==> src/mii_pcs_defs.svh <==
`ifndef MII_PCS_DEFS_SVH
`define MII_PCS_DEFS_SVH

// Widths
`define NIB_W            4
`define CG_W             5
`define SCR_W            11

// Scrambler x^11 + x^9 + 1: taps on bits 10 and 8
`define SCR_TAP_HI       10
`define SCR_TAP_LO       8
`define SCR_SEED         11'h7ff

// Code groups, bit 4 sent first
`define CG_IDLE          5'h1f
`define CG_J             5'h18
`define CG_K             5'h11
`define CG_T             5'h0d
`define CG_R             5'h07
`define CG_H             5'h04
// Data code groups, nibble f down to nibble 0
`define CG_TABLE {5'h1d, 5'h1c, 5'h1b, 5'h1a, 5'h17, 5'h16, 5'h13, 5'h12, \
	5'h0f, 5'h0e, 5'h0b, 5'h0a, 5'h15, 5'h14, 5'h09, 5'h1e}

// Nibble handed to the MAC in place of each start delimiter symbol
`define PREAMBLE_NIB     4'h5

// Timing: symbols per nibble period, reference period and system clock
`define SYMS_PER_GROUP   5
`define REF_PERIOD_NS    800
`define CLK_PERIOD_NS    100
`define CLKS_PER_NIBBLE  (`REF_PERIOD_NS / `CLK_PERIOD_NS)

`define RX_FIFO_DEPTH    8

// MLT-3 phase codes: 0, +1, 0, -1
`define MLT_PH_POS       2'h1
`define MLT_PH_NEG       2'h3

`endif

==> src/mii_pcs_pkg.sv <==
`include "mii_pcs_defs.svh"

package mii_pcs_pkg;

	typedef enum logic [2:0] {
		SYM_IDLE = 3'h0,
		SYM_J    = 3'h1,
		SYM_K    = 3'h2,
		SYM_DATA = 3'h3,
		SYM_T    = 3'h4,
		SYM_R    = 3'h5,
		SYM_BAD  = 3'h6
	} sym_kind_t;

	typedef enum logic [1:0] {
		TX_IDLE  = 2'h0,
		TX_SFD_K = 2'h1,
		TX_DATA  = 2'h2,
		TX_ESD_R = 2'h3
	} tx_state_t;

	typedef struct packed {
		logic              en;
		logic              er;
		logic [`NIB_W-1:0] d;
	} mii_tx_t;

	typedef struct packed {
		logic              dv;
		logic              er;
		logic [`NIB_W-1:0] d;
	} mii_rx_t;

	typedef struct packed {
		sym_kind_t         kind;
		logic [`NIB_W-1:0] nib;
	} rx_sym_t;

	typedef struct packed {
		logic pos;
		logic neg;
	} mlt_t;

endpackage

==> src/mii_100tx_pcs_encoder.sv <==
`timescale 1ns/1ns

////////////////////////////////////////////////////////////////////////////
// Receive symbol buffer between the decode chain and the MII
module sync_fifo #(
	parameter int W     = 7,
	parameter int DEPTH = `RX_FIFO_DEPTH
) (
	input  wire logic         clk,
	input  wire logic         rst_b,
	input  wire logic [W-1:0] in_data,
	input  wire logic         in_valid,
	output logic              in_ready,
	output logic [W-1:0]      out_data,
	output logic              out_valid,
	input  wire logic         out_ready
);
	localparam int AW = $clog2(DEPTH);

	generate
		if (DEPTH < 2 || (1 << AW) != DEPTH) begin : g_bad_depth
			$error("sync_fifo depth must be a power of two, at least 2");
		end
	endgenerate

	typedef struct packed {
		logic [DEPTH-1:0][W-1:0] mem;
		logic [AW-1:0]           wp;
		logic [AW-1:0]           rp;
		logic [AW:0]             cnt;
		logic                    rdy;
	} fifo_st_t;

	fifo_st_t s_reg;
	fifo_st_t s_next;
	logic     push;
	logic     pop;

	always_comb begin
		s_next = s_reg;
		push   = in_valid & s_reg.rdy;
		pop    = out_ready & (s_reg.cnt != '0);
		if (push) begin
			s_next.mem[s_reg.wp] = in_data;
			s_next.wp            = s_reg.wp + 1'b1;
		end
		if (pop) begin
			s_next.rp = s_reg.rp + 1'b1;
		end
		s_next.cnt = s_reg.cnt + (AW+1)'(push) - (AW+1)'(pop);
		// Registered ready keeps the source path free of our pop logic
		s_next.rdy = (s_next.cnt != (AW+1)'(DEPTH));
	end

	always_ff @(posedge clk or negedge rst_b) begin
		if (!rst_b) begin
			s_reg <= '0;
		end else begin
			s_reg <= s_next;
		end
	end

	assign in_ready  = s_reg.rdy;
	assign out_data  = s_reg.mem[s_reg.rp];
	assign out_valid = (s_reg.cnt != '0);
endmodule

////////////////////////////////////////////////////////////////////////////
module mii_100tx_pcs_encoder
	import mii_pcs_pkg::*;
#(
	parameter int CLKS_PER_NIB = `CLKS_PER_NIBBLE,
	parameter int FIFO_DEPTH   = `RX_FIFO_DEPTH
) (
	input  wire logic    clk,
	input  wire logic    rst_b,
	input  wire logic    ref_clk,
	input  wire mii_tx_t mii_tx,
	input  wire logic    bypass_4b5b,
	input  wire rx_sym_t dec_sym,
	input  wire logic    dec_valid,
	output logic         dec_ready,
	output logic         tx_clk,
	output logic         rx_clk,
	output mii_rx_t      mii_rx,
	output logic         crs,
	output logic         tx_nrzi,
	output mlt_t         tx_mlt
);
	localparam int SYMS  = `SYMS_PER_GROUP;
	localparam int ACC_W = $clog2(CLKS_PER_NIB) + 1;
	localparam logic [`CG_W*16-1:0] CG_TBL = `CG_TABLE;

	generate
		if (CLKS_PER_NIB < SYMS || CLKS_PER_NIB < 4) begin : g_bad_ratio
			$error("need at least one system clock per symbol");
		end
	endgenerate

	typedef struct packed {
		logic                ref1;
		logic                ref2;
		logic                ref3;
		mii_tx_t             tx1;
		mii_tx_t             tx2;
		logic                byp1;
		logic                byp2;
		logic                clk_out;
		tx_state_t           st;
		logic                err_pend;
		logic [`SCR_W-1:0]   lfsr;
		logic [`CG_W-2:0]    sh;
		logic [2:0]          left;
		logic [ACC_W-1:0]    acc;
		logic                nrzi;
		logic [1:0]          ph;
		mlt_t                mlt;
		mii_rx_t             rx;
		logic                rx_act;
		logic                crs;
	} st_t;

	st_t s_reg;
	st_t s_next;

	// Data nibble to 5-bit code group
	function automatic logic [`CG_W-1:0] enc_4b5b(
		input logic [`NIB_W-1:0] nib
	);
		enc_4b5b = CG_TBL[int'(nib) * `CG_W +: `CG_W];
	endfunction

	// Advance the key generator one step per symbol of a group; the
	// first key bit lines up with code bit 4, the first one sent.
	function automatic logic [`CG_W+`SCR_W-1:0] scramble_step(
		input logic [`SCR_W-1:0] seed_in
	);
		logic [`SCR_W-1:0] st;
		logic [`CG_W-1:0]  key;
		logic              fb;
		st  = (seed_in == '0) ? `SCR_SEED : seed_in;
		key = '0;
		fb  = 1'b0;
		for (int i = `CG_W - 1; i >= 0; i--) begin
			fb     = st[`SCR_TAP_HI] ^ st[`SCR_TAP_LO];
			key[i] = fb;
			st     = {st[`SCR_W-2:0], fb};
		end
		scramble_step = {key, st};
	endfunction

	logic [`CG_W-1:0]  code;
	logic [`CG_W-1:0]  grp;
	logic [`CG_W-1:0]  key;
	logic [`SCR_W-1:0] lfsr_adv;
	logic [ACC_W-1:0]  acc_sum;
	logic              sym_tick;
	logic              emit;
	logic              bit_out;
	logic              take;
	logic              tx_busy;
	rx_sym_t           fifo_sym;
	logic [$bits(rx_sym_t)-1:0] fifo_data;
	logic              fifo_valid;

	sync_fifo #(
		.W     ($bits(rx_sym_t)),
		.DEPTH (FIFO_DEPTH)
	) u_rx_fifo (
		.clk       (clk),
		.rst_b     (rst_b),
		.in_data   (dec_sym),
		.in_valid  (dec_valid),
		.in_ready  (dec_ready),
		.out_data  (fifo_data),
		.out_valid (fifo_valid),
		.out_ready (take)
	);

	assign fifo_sym = rx_sym_t'(fifo_data);

	always_comb begin
		s_next   = s_reg;
		code     = `CG_IDLE;
		grp      = '0;
		key      = '0;
		lfsr_adv = s_reg.lfsr;
		emit     = 1'b0;
		bit_out  = 1'b0;

		////////////////////////////////////////////////////////////////
		// Pin synchronisers; the first stage feeds only the second
		s_next.ref1 = ref_clk;
		s_next.ref2 = s_reg.ref1;
		s_next.ref3 = s_reg.ref2;
		s_next.tx1  = mii_tx;
		s_next.tx2  = s_reg.tx1;
		s_next.byp1 = bypass_4b5b;
		s_next.byp2 = s_reg.byp1;

		// Both MII clocks follow the reference and never stop
		s_next.clk_out = s_reg.ref2;

		// MAC changes data on our rising edge; sample on the falling one,
		// half a period later, when it has settled.
		take = s_reg.ref3 & ~s_reg.ref2;

		// Symbol ticks: SYMS per reference period, phase restarted on
		// every take so drift between the clocks cannot accumulate.
		acc_sum  = s_reg.acc + ACC_W'(SYMS);
		sym_tick = (acc_sum >= ACC_W'(CLKS_PER_NIB));

		////////////////////////////////////////////////////////////////
		// Transmit coding
		if (take) begin
			if (s_reg.byp2) begin
				// Fifth bit rides on the coding error line
				code = s_reg.tx2.en ? {s_reg.tx2.er, s_reg.tx2.d}
					: `CG_IDLE;
				s_next.st       = TX_IDLE;
				s_next.err_pend = 1'b0;
			end else begin
				unique case (s_reg.st)
					TX_IDLE: begin
						if (s_reg.tx2.en) begin
							code            = `CG_J;
							s_next.st       = TX_SFD_K;
							s_next.err_pend = s_reg.tx2.er;
						end else begin
							code = `CG_IDLE;
						end
					end
					TX_SFD_K: begin
						if (s_reg.tx2.en) begin
							code            = `CG_K;
							s_next.st       = TX_DATA;
							s_next.err_pend = s_reg.err_pend | s_reg.tx2.er;
						end else begin
							code      = `CG_T;
							s_next.st = TX_ESD_R;
						end
					end
					TX_DATA: begin
						if (s_reg.tx2.en) begin
							// An error seen during J/K is carried to here
							if (s_reg.tx2.er | s_reg.err_pend) begin
								code = `CG_H;
							end else begin
								code = enc_4b5b(s_reg.tx2.d);
							end
							s_next.err_pend = 1'b0;
						end else begin
							code      = `CG_T;
							s_next.st = TX_ESD_R;
						end
					end
					TX_ESD_R: begin
						code            = `CG_R;
						s_next.st       = TX_IDLE;
						s_next.err_pend = 1'b0;
					end
				endcase
			end
			{key, lfsr_adv} = scramble_step(s_reg.lfsr);
			grp             = code ^ key;
			s_next.lfsr     = lfsr_adv;
			// Bit 4 leaves at once; four more follow on the ticks
			emit        = 1'b1;
			bit_out     = grp[`CG_W-1];
			s_next.sh   = grp[`CG_W-2:0];
			s_next.left = 3'(SYMS - 1);
			s_next.acc  = '0;
		end else begin
			s_next.acc = sym_tick ? acc_sum - ACC_W'(CLKS_PER_NIB) : acc_sum;
			// An early take would cut a group short; the last tick comes one clock
			// before a nominal take, so a take even one clock early can cause that.
			if (sym_tick && s_reg.left != '0) begin
				emit        = 1'b1;
				bit_out     = s_reg.sh[`CG_W-2];
				s_next.sh   = {s_reg.sh[`CG_W-3:0], 1'b0};
				s_next.left = s_reg.left - 3'h1;
			end
		end

		// NRZI and MLT-3 move together on every serial one
		if (emit && bit_out) begin
			s_next.nrzi    = ~s_reg.nrzi;
			s_next.ph      = s_reg.ph + 2'h1;
			s_next.mlt.pos = (s_next.ph == `MLT_PH_POS);
			s_next.mlt.neg = (s_next.ph == `MLT_PH_NEG);
		end

		////////////////////////////////////////////////////////////////
		// Receive side: one decoded symbol per MII receive period,
		// presented on the falling edge of rx_clk.
		if (take) begin
			if (!fifo_valid) begin
				// Starved mid-frame: the nibble is lost, so flag it
				if (s_reg.rx.dv) begin
					s_next.rx.er = 1'b1;
				end
			end else begin
				unique case (fifo_sym.kind)
					SYM_J, SYM_K: begin
						s_next.rx.dv  = 1'b1;
						s_next.rx.er  = 1'b0;
						s_next.rx.d   = `PREAMBLE_NIB;
						s_next.rx_act = 1'b1;
					end
					SYM_DATA: begin
						s_next.rx_act = 1'b1;
						if (s_reg.rx.dv) begin
							s_next.rx.d  = fifo_sym.nib;
							s_next.rx.er = 1'b0;
						end
					end
					SYM_T, SYM_R: begin
						// End delimiter never shows as valid data
						s_next.rx.dv = 1'b0;
						s_next.rx.er = 1'b0;
					end
					SYM_IDLE: begin
						s_next.rx.dv  = 1'b0;
						s_next.rx.er  = 1'b0;
						s_next.rx_act = 1'b0;
					end
					default: begin
						s_next.rx_act = 1'b1;
						if (s_reg.rx.dv) begin
							s_next.rx.er = 1'b1;
						end
					end
				endcase
			end
		end

		tx_busy    = s_reg.tx2.en | (s_next.st != TX_IDLE);
		s_next.crs = tx_busy | s_next.rx_act;
	end

	always_ff @(posedge clk or negedge rst_b) begin
		if (!rst_b) begin
			s_reg      <= '0;
			s_reg.lfsr <= `SCR_SEED;
		end else begin
			s_reg <= s_next;
		end
	end

	assign tx_clk  = s_reg.clk_out;
	assign rx_clk  = s_reg.clk_out;
	assign mii_rx  = s_reg.rx;
	assign crs     = s_reg.crs;
	assign tx_nrzi = s_reg.nrzi;
	assign tx_mlt  = s_reg.mlt;
endmodule

==> config.mk <==
export PLATFORM = sky130hd
export DESIGN_NAME = mii_100tx_pcs_encoder
export DESIGN_NICKNAME = d
export VERILOG_FILES = /design/src/mii_pcs_pkg.sv /design/src/mii_100tx_pcs_encoder.sv
export VERILOG_INCLUDE_DIRS = /design/src
export SDC_FILE = /design/constraint.sdc
export NUM_CORES = 1
export LEC_CHECK = 0
export ABC_CLOCK_PERIOD_IN_PS = 2600
export BUFFER_PORTS_ARGS = -buffer_cell sky130_fd_sc_hd__clkbuf_2
export CAP_MARGIN = 20
export CORE_UTILIZATION = 55
export DETAILED_ROUTE_END_ITERATION = 8
export PLACE_DENSITY = 0.76
export SLEW_MARGIN = 0
export SYNTH_ARGS = -nofsm -noshare
export SYNTH_HDL_FRONTEND = slang
export SYNTH_SLANG_ARGS = --single-unit
export TNS_END_PERCENT = 30
==> constraint.sdc <==
create_clock -name clk -period 2.6 [get_ports clk]
set_input_delay 0.13 -clock clk [delete_from_list [all_inputs] [get_ports clk]]
set_output_delay 0.13 -clock clk [all_outputs]
set_load 0.01 [all_outputs]
-- Word level (Yosys, flattened, before mapping)
Index checks and enable logic that the tools add are counted.
- $add $sub $neg: 8
- multipliers: 1
- $lt $le $gt $ge: 4
- equal/unequal tests: 16
- shift-type cells: 1
- muxes and demuxes: 38
- bitwise operators: 14
- reductions and logical operators: 20
- operators by type and width (cell ; count):
    variable part select 80 x 8 -> 5 bit (first input constant) ; 1
    bitwise mux 56 bit ; 1
    2-to-1 mux 5 bit ; 7
    2-to-1 mux 11 bit ; 2
    binary-select mux 7 bit (select 3 bit) ; 1
    demux 7 bit (select 3 bit) ; 1
    2-to-1 mux 7 bit ; 3
    case mux 5 bit (4 select lines) ; 1
    2-to-1 mux 14 bit ; 1
    inequality test 3 bit (second input constant) ; 4
    case mux 3 bit (4 select lines) ; 1
    zero test 11 bit ; 1
    2-to-1 mux 1 bit ; 11
    2-to-1 mux 3 bit ; 3
    < comparator 3 x 4 -> 1 bit (second input constant) ; 2
    case mux 4 bit (2 select lines) ; 1
    AND reduction 4 bit ; 2
    nonzero test 2 bit ; 4
    multiplier 4 x 3 -> 7 bit (second input constant) ; 1
    adder 3 x 1 -> 3 bit (second input constant) ; 2
    == test 2 bit (second input constant) ; 3
    == test 3 x 2 -> 1 bit (second input constant) ; 2
    == test 3 bit (second input constant) ; 2
    case mux 1 bit (2 select lines) ; 3
    other kinds (29) ; 42
- register bits: 122
- output and inout port bits: 13
- logic and storage cells: 140

-- Logic depth before layout (Yosys ltp)
Gate-level depths: netlist (run 1).
- depth after elaboration: 10
- mapped depth: 10
- mapped depth without buffers: 10

-- Modules after synthesis
A second synthesis (run 1) with hierarchy kept.
- cell total of the unflattened synthesis: 477
- area, all modules: 5982.0 um^2
- by module, submodules not included (module ; times used ; cells an instance ; area each (um^2) ; sequential area each (um^2)):
    sync_fifo ; 1 ; 198 ; 3163.0 ; 1676.6
    mii_100tx_pcs_encoder ; 1 ; 279 ; 2819.0 ; 1390.1

-- Worst setup path after synthesis (run 1)
Ideal clock, no wire load.
- path type: reg2reg
- start: register u_rx_fifo.s_reg[3] (netlist bit)
- end: register u_rx_fifo.s_reg, in the netlist u_rx_fifo.in_ready
- data arrival time: 2695 ps
- setup slack: -241 ps
- cell stages (with the launch flop): 11
- period minus slack after synthesis: 2841 ps
- cells stage by stage: dfrtp_1 -> inv_1 -> ha_1 -> a31oi_1 -> ha_1 -> inv_1 -> ha_1 -> inv_1 -> fa_1 -> inv_1 -> or4b_2
- RTL lines (item ; line ; text):
    start, declared ; mii_100tx_pcs_encoder.sv:34 ; fifo_st_t s_reg;
    start signal, assigned ; mii_100tx_pcs_encoder.sv:59 ; s_reg <= s_next;

==> results of run 1 <==
## worst min path at each step
stage / slack [ns] / start / endpoint / cells after the start
floorplan: -0.17 / rst_b / crs / 0
global placement: 0.08 / rst_b / s_reg[16] / 1
detailed placement: 0.08 / rst_b / s_reg[16] / 1
CTS: 0.02 / dec_valid / u_rx_fifo.s_reg[8] / 3
global route: 0.06 / dec_valid / u_rx_fifo.s_reg[8] / 3
finish: 0.03 / dec_valid / u_rx_fifo.s_reg[8] / 3
## per-stage QoR
step,TNS [ns],std cells,power [W]
finish,0,644,0.00850
global route,0,644,0.00902
CTS,0,640,0.00846
detailed placement,-0.0106,592,0.00624
global placement,0,592,0.00604
floorplan,0,436,0.00553
## power groups by stage
stage / clock network (W) / logic [W] / registers, W
after floorplan: 0 / 0.00245 / 0.00308
after detailed placement: 0 / 0.00294 / 0.00330
final: 0.00215 / 0.00307 / 0.00328
after CTS: 0.00217 / 0.00300 / 0.00329
after global placement: 0 / 0.00280 / 0.00324
after global routing: 0.00225 / 0.00338 / 0.00339
## layout by cell type (no fill, tap or decap), types with 5 or more instances in the layout
master	Yosys	routed
a21oi_1	12	12
buf_4	10	21
clkbuf_16	0	16
clkbuf_2	0	29
clkinvlp_4	0	5
dfrtp_1	111	111
dfstp_2	11	11
dlygate4sd3_1	0	16
ha_1	17	14
inv_1	23	19
mux2_2	64	64
mux4_2	14	14
nand2_1	29	29
nand2b_1	7	6
nand3_1	8	8
nor2_1	18	18
nor3_1	7	7
o21ai_0	12	12
o22a_1	7	7
xnor2_1	12	12
xor2_1	9	9
## worst max-delay path, stage by stage (launching register included)
cell     delay [ns]
dfrtp_1        0.33
inv_2          0.05
ha_4           0.15
a31oi_4        0.20
ha_4           0.22
inv_2          0.06
ha_4           0.12
inv_2          0.04
fa_1           0.49
inv_1          0.05
or4b_2         0.65
## routing by layer
metal	vias to the layer above	routed length, um	GRT usage
met3	18	357	0.0502
met1	1820	4790	0.284
met5	-	0	0
li1	1652	-	-
met2	77	5780	0.401
met4	0	208	0.0986
## area by class of cell
| cell class | instances | area [um^2] |
|---|---|---|
| repair buffers | 67 | 483 |
| inverters | 23 | 86.3 |
| multi-input cells | 267 | 2390 |
| clock buffers | 21 | 449 |
| well taps | 133 | 166 |
| flip-flops and latches | 122 | 3070 |
| clock inverters | 11 | 96.3 |
| fillers | 681 | 3130 |
## kinds of logic after synthesis
group           after synthesis
other cells                   1
compound gates               57
mux                          83
simple gates                 87
buf+inv                      47
xor+xnor                     21
fa+ha+maj                    18
flops                       122
## repair_timing
item	4_1_cts	5_1_grt
setup buffers	0	4
setup endpoints to repair	1	1
resized for setup	1	10
endpoints found under the hold margin	145	0
pin swaps	0	3
hold buffers	16	0
==> impl_metrics.csv, run 1 <==
group,metric,value,unit
floorplan,core,0.00986,mm^2
worst_setup_path,rr_endpoint,"u_rx_fifo.in_ready",
global_routing,grt_remaining_overflow,0,
worst_setup_path,worstPathArrival,2.89,ns
pwr,p_leak,2.95,nW
yosys,yosysMostFrequentCell,"dfrtp_1",
yosys,netlist_top_cells_count,"dfrtp_1 (111), mux2_2 (64), nand2_1 (29)",
worst_setup_path,required,2.97,ns
worst_setup_path,cp-startpoint,"u_rx_fifo.s_reg[3]",
clock_network,clk_latency,0.52,ns
floorplan,ios,31,
floorplan,dieArea,0.0106,mm^2
drt,ant_nets,0,
final_layout,final_nets,534,
drt,vias_per_cell,5.54,
timing,fin_crit,2.51,ns
timing,fin_hold_ws,0.0272,ns
timing,final_hold_viol_count,0,
floorplan,num_rows,36,
clock_network,clk_pin_slew_worst_paths,0.05,ns
clock_network,htree_num_levels,4,
final_layout,largest_register_ffs,66,
global_routing,grt_max_degree,56,
timing,setup_viol,0,
worst_setup_path,crit_type,"reg -> reg",
yosys,synth_simple_gate_area_share,0.0738,
worst_setup_path,crit_path_end_kind,"register",
pwr,swShare,0.326,
yosys,synth_seq_area_share,0.545,
pwr,intPower,0.00573,W
timing,layout_setup_ws,0.0852,ns
yosys,syn_nets,472,
yosys,synth_area_per_cell,12.9,um^2
timing,fmax,398,MHz
final_layout,drive_above_1_share,0.364,
yosys,synthFlopType,"dfrtp_1",
drt,wl_per_cell,17.3,um
yosys,synth_edf_count,0,
drt,dr.pass1.iters,4,
pwr,ir_worst_vdd,0.000794,V
drt,drt-total-wl,11100,um
floorplan,dieHeight,103,um
timing,maxSlewHeadroom,0.334,
run,drv_cap,0,
yosys,synth.largest_area_cell,"dfrtp_1",
hold_path,min_path_type,"in -> reg",
yosys,async_flop_share,1.00,
clock_network,clk_path_buf_depth,2,
pwr,switchingPower,0.00277,W
final_layout,area_growth,19.7,%
outcome,status,"finished, final reports clean",
yosys,synth_area_leaders,"dfrtp_1 (49%), mux2_2 (13%), mux4_2 (5.6%)",
yosys,synth_cell_types,51,
timing,worstMarginPinSlew,0.986,ns
clock_network,numCtsBuffers,17,
worst_setup_path,worstSetupStartpointType,"register",
placed_design,hpwl,7220,um
floorplan,die_w,103,um
timing,drv_slew,0,
drt,vias,3567,
clock_network,clockRootBuffer,"clkbuf_8",
worst_setup_path,r2r_start,"u_rx_fifo.s_reg[3]",
pwr,pwr-share-clk,0.252,
worst_setup_path,cp-endpoint,"u_rx_fifo.in_ready",
yosys,synth_seq_cells,122,
worst_setup_path,r2r_slack,0.09,ns
placed_design,portBuffers,30,
floorplan,start_util,0.570,
global_routing,grt_pass1_vias,3671,
yosys,syn_inst,436,
final_layout,finalInstanceArea,0.00674,mm^2
yosys,synthAdderAreaFrac,0.0414,
worst_setup_path,critPathMaxFanout,2,
pwr,p_per_area,1260,mW/mm^2
clock_network,cts_sinks,122,
timing,rsz0062_at_grt,"false",
global_routing,grt_pass1_wl,18100,um
yosys,synth_top_family_by_area,"multiplexers",
yosys,synth-compound-area-share,0.0680,
final_layout,final_util,0.683,
timing,fin_worst_skew,0.00977,ns
global_routing,antenna_found_initial,0,
placed_design,dp_slack,-0.0106,ns
yosys,synth_area,0.00563,mm^2
yosys,ys_warn_count,0,
pwr,combPwrFrac,0.361,
pwr,seq_power_share,0.386,
timing,timing.final.crit_share,0.967,
global_routing,track_usage,0.233,
yosys,netlist.area_leader.share,0.494,
placed_design,gp_congestion,0.823,
worst_setup_path,reg2regPathDepth,10,
yosys,synth_mux_area_frac,0.197,
placed_design,placed_cell_area,0.00596,mm^2
yosys,synth-xor-area-share,0.0327,
final_layout,diodes,0,
drt,drt_iter0_drc,169,
clock_network,cts_tree,"yes",
drt,drc_errors,0,
(Power assumes the default switching activity.)
==> run 2: changes to the inputs <==
Settings changed: CORE_UTILIZATION 55 to 57, CTS_BUF_LIST set to sky130_fd_sc_hd__clkbuf_8, PLACE_DENSITY 0.76 to 0.81.
==> impl_metrics.csv, run 2 (synthesized netlist as in run 1, its figures left out) <==
group,metric,value,unit
floorplan,dieHeight,101,um
hold_path,min_path_type,"in -> reg",
timing,fin_worst_skew,0.0175,ns
timing,worstMarginPinSlew,0.874,ns
hold_path,holdPathStages,2,
timing,setup_tns,0,ns
drt,drc_errors,0,
worst_setup_path,reg2regPathDepth,10,
drt,drt-total-wl,11200,um
timing,fin_hold_ws,0.0351,ns
drt,vias_per_cell,5.65,
worst_setup_path,r2r_slack,0.05,ns
final_layout,final_common_cell,"dfrtp_1",
run,drv_cap,0,
worst_setup_path,cp-endpoint,"u_rx_fifo.in_ready",
global_routing,grt_remaining_overflow,0,
floorplan,num_rows,35,
timing,maxSlewHeadroom,0.410,
worst_setup_path,crit_path_end_kind,"register",
worst_setup_path,required,2.90,ns
clock_network,numCtsBuffers,17,
global_routing,antenna_found_initial,0,
global_routing,track_usage,0.247,
final_layout,diodes,0,
clock_network,clk_path_buf_depth,2,
clock_network,clockRootBuffer,"clkbuf_8",
clock_network,clk_pin_slew_worst_paths,0.07,ns
worst_setup_path,worstPathArrival,2.85,ns
worst_setup_path,rr_endpoint,"u_rx_fifo.in_ready",
timing,fin_crit,2.55,ns
final_layout,area_growth,16.0,%
floorplan,die_w,101,um
clock_network,htree_num_levels,4,
final_layout,final_cell_mix,"dfrtp_1 (111), mux2_2 (64), nand2_1 (29), clkbuf_2 (29), buf_4 (21)",
floorplan,start_util,0.598,
drt,drt_iter0_drc,148,
worst_setup_path,worstSetupStartpointType,"register",
worst_setup_path,critPathMaxFanout,2,
pwr,p_per_area,1240,mW/mm^2
global_routing,grt_max_degree,64,
floorplan,core,0.00942,mm^2
outcome,status,"finished, final reports clean",
final_layout,largest_register_ffs,66,
final_layout,final_nets,527,
worst_setup_path,cp-startpoint,"u_rx_fifo.s_reg[3]",
timing,final_hold_viol_count,0,
placed_design,portBuffers,30,
floorplan,dieArea,0.0103,mm^2
drt,wl_per_cell,17.7,um
pwr,power,0.00809,W
global_routing,grt_pass1_vias,3759,
global_routing,grt_pass1_wl,18500,um
final_layout,instances_no_fill,633,
pwr,ir_worst_vdd,0.000720,V
placed_design,numPlacedInstances,588,
drt,vias,3578,
drt,dr.pass1.iters,6,
floorplan,ios,31,
clock_network,cts_tree,"yes",
placed_design,hpwl,7390,um
pwr,p_leak,2.86,nW
final_layout,drive_above_1_share,0.371,
timing,drv_slew,0,
worst_setup_path,crit_type,"reg -> reg",
final_layout,finalInstanceArea,0.00653,mm^2
clock_network,cts_sinks,122,
timing,timing.final.crit_share,0.982,
placed_design,placed_cell_area,0.00595,mm^2
timing,setup_viol,0,
timing,fmax,392,MHz
placed_design,gp_congestion,0.810,
drt,ant_nets,0,
clock_network,clk_latency,0.44,ns
worst_setup_path,r2r_start,"u_rx_fifo.s_reg[3]",
==> run 2: timing repair <==
action | 4_1_cts | 5_1_grt
setup buffers | 0 | 4
hold buffers | 9 | 0
endpoints found under the setup margin | 1 | 1
endpoints found under the hold margin | 61 | 0
pin swaps | 1 | 4
gates resized for setup | 1 | 10
==> run 2: worst min path at each step <==
stage | from | to | slack (ns)
2_1_floorplan | rst_b | crs | -0.17
3_3_place_gp | mii_tx[5] | s_next[46] | 0.24
3_5_place_dp | mii_tx[3] | s_next[44] | 0.24
4_1_cts | dec_sym[2] | u_rx_fifo.s_reg[20] | 0.01
5_1_grt | dec_sym[4] | u_rx_fifo.s_reg[57] | 0.03
6_report | dec_sym[4] | u_rx_fifo.s_reg[64] | 0.04
==> run 2: cell type report <==
class	instances	area, um^2
multi-input combinational	267	2390
clock buffer	17	234
clock inverter	15	176
sequential	122	3070
timing repair buffer	60	413
tap	129	161
fill	669	2890
inverter	23	86.3
==> run 2: power by group <==
group | internal, W | switching [W] | total [W]
combinational | 0.00168 | 0.00134 | 0.00303
clock | 0.000947 | 0.000795 | 0.00174
sequential | 0.00272 | 0.000598 | 0.00332
total | 0.00535 | 0.00274 | 0.00809
==> run 2: stage by stage <==
step | utilization | setup slack, ns
finish | 0.693 | 0.0472
global route | 0.693 | -0.0608
CTS | 0.686 | 0.000359
detailed placement | 0.632 | -0.0110
global placement | 0.632 | 0.0649
floorplan | - | 0.0153
==> run 2: critical path, cell delays in order, from the launching register on <==
cell     delay, ns
dfrtp_1       0.35
inv_2         0.06
ha_4          0.16
a31oi_4       0.20
ha_4          0.22
inv_2         0.06
ha_4          0.13
inv_2         0.04
fa_1          0.52
inv_2         0.04
or4b_2        0.65
==> run 2: per-layer routing <==
layer,up-vias,share of wire,track usage
li1,1647,-,-
met1,1802,0.40,0.288
met2,101,0.53,0.437
met3,28,0.041,0.0607
met4,0,0.022,0.100
met5,-,0,0
==> run 3: changes to the inputs <==
Settings changed: CORE_UTILIZATION 57 to 55, CTS_BUF_LIST sky130_fd_sc_hd__clkbuf_8 to unset, GPL_TIMING_DRIVEN set to 1, PLACE_DENSITY 0.81 to 0.79.
==> impl_metrics.csv, run 3 (synthesized netlist as in run 1, its figures left out) <==
group,metric,value,unit
clock_network,cts_sinks,122,
final_layout,final_nets,533,
timing,timing.final.crit_share,0.973,
timing,final_hold_viol_count,0,
global_routing,grt_pass1_vias,3742,
pwr,p_leak,2.97,nW
run,drv_cap,0,
worst_setup_path,worstPathArrival,2.91,ns
final_layout,area_growth,19.5,%
drt,vias,3572,
clock_network,clk_latency,0.52,ns
drt,vias_per_cell,5.56,
final_layout,diodes,0,
worst_setup_path,r2r_slack,0.07,ns
timing,setup_tns,0,ns
worst_setup_path,worstSetupStartpointType,"register",
global_routing,grt_max_degree,55,
placed_design,hpwl,7400,um
drt,drt-total-wl,11300,um
clock_network,cts_tree,"yes",
worst_setup_path,cp-endpoint,"u_rx_fifo.in_ready",
final_layout,drive_above_1_share,0.356,
placed_design,portBuffers,30,
global_routing,antenna_found_initial,0,
drt,ant_nets,0,
drt,wl_per_cell,17.5,um
timing,maxSlewHeadroom,0.315,
placed_design,placed_cell_area,0.00595,mm^2
clock_network,htree_num_levels,4,
worst_setup_path,reg2regPathDepth,9,
drt,drt_iter0_drc,140,
floorplan,die_w,103,um
timing,drv_slew,0,
clock_network,clk_path_buf_depth,2,
pwr,ir_worst_vdd,0.000792,V
floorplan,core,0.00986,mm^2
timing,worstMarginPinSlew,1.01,ns
timing,setup_viol,0,
hold_path,min_path_type,"in -> async",
worst_setup_path,r2r_start,"s_next[38]",
clock_network,clk_pin_slew_worst_paths,0.06,ns
worst_setup_path,cp-startpoint,"s_next[38]",
global_routing,grt_remaining_overflow,0,
placed_design,numPlacedInstances,591,
worst_setup_path,critPathMaxFanout,2,
pwr,p_per_area,1270,mW/mm^2
final_layout,largest_register_ffs,66,
timing,fmax,395,MHz
worst_setup_path,required,2.98,ns
timing,fin_worst_skew,0.00689,ns
final_layout,final_common_cell,"dfrtp_1",
worst_setup_path,crit_type,"reg -> reg",
final_layout,finalInstanceArea,0.00673,mm^2
final_layout,instances_no_fill,642,
drt,dr.pass1.iters,4,
clock_network,numCtsBuffers,17,
clock_network,clockRootBuffer,"clkbuf_8",
worst_setup_path,crit_path_end_kind,"register",
floorplan,dieHeight,103,um
global_routing,grt_pass1_wl,18600,um
final_layout,final_cell_mix,"dfrtp_1 (111), mux2_2 (64), nand2_1 (29), clkbuf_2 (29), inv_1 (21)",
outcome,status,"finished, final reports clean",
worst_setup_path,rr_endpoint,"u_rx_fifo.in_ready",
floorplan,start_util,0.570,
pwr,power,0.00855,W
floorplan,ios,31,
floorplan,num_rows,36,
global_routing,track_usage,0.242,
drt,drc_errors,0,
timing,fin_crit,2.53,ns
placed_design,gp_congestion,0.802,
floorplan,dieArea,0.0106,mm^2
## run 3: changes by cell type in the layout (fill, tap and decap cells not counted), sizes merged
cell,before,now
buf,22,21
bufinv,3,2
clkbuf,46,51
clkinv,4,6
clkinvlp,5,1
dlygate4sd3,9,16
inv,26,23
## run 3: final cells by class
class                      count  area [um^2]
fill                         663         3140
sequential                   122         3070
multi-input combinational    267         2380
timing repair buffer          66          475
clock buffer                  22          453
tap                          133          166
clock inverter                 9         97.6
inverter                      23         86.3
## run 3: metal layers
layer / track usage / part of all wire / routed length (um) / up-vias
li1: - / - / - / 1660
met1: 0.288 / 0.41 / 4660 / 1821
met3: 0.0583 / 0.033 / 371 / 22
met4: 0.111 / 0.022 / 245 / 0
met5: 0 / 0 / 0 / -
met2: 0.418 / 0.53 / 5980 / 69
## run 3: worst min-delay path by stage
stage	from	to	slack, ns	depth (start not counted)
2_1_floorplan	rst_b	crs	-0.17	0
3_3_place_gp	rst_b	s_reg[15]	0.02	1
3_5_place_dp	rst_b	s_reg[15]	0.02	1
4_1_cts	dec_valid	u_rx_fifo.s_reg[8]	0.004	3
5_1_grt	rst_b	u_rx_fifo.s_reg[3]	0.05	2
6_report	rst_b	s_reg[15]	0.02	2
## run 3: worst max-delay path, cell delays in order (launching register included)
cell,delay (ns)
dfrtp_1,0.38
nand2b_4,0.16
a31oi_4,0.18
ha_4,0.22
inv_1,0.06
ha_2,0.17
inv_1,0.05
fa_1,0.48
inv_1,0.05
or4b_2,0.65
## run 3: report_power, final
group	switching (W)	internal, W
Combinational	0.00139	0.00169
Clock	0.000798	0.00140
Sequential	0.000546	0.00273
Total	0.00273	0.00582
## run 3: repair_timing
| item | 4_1_cts | 5_1_grt |
|---|---|---|
| pin swaps | 1 | 2 |
| hold buffers | 16 | 0 |
| setup buffers | 0 | 4 |
| endpoints found under the setup margin | 1 | 1 |
| gates resized for setup | 5 | 2 |
| hold endpoints to repair | 177 | 0 |
## run 3: metrics by stage
step                setup WS (ns)   util  hold WS (ns)
floorplan                  0.0153      -        -0.166
global placement           0.0692  0.603        0.0184
detailed placement        -0.0335  0.603        0.0235
CTS                        0.0126  0.677       0.00441
global route           -0.0000253  0.682        0.0547
finish                     0.0714  0.682        0.0233
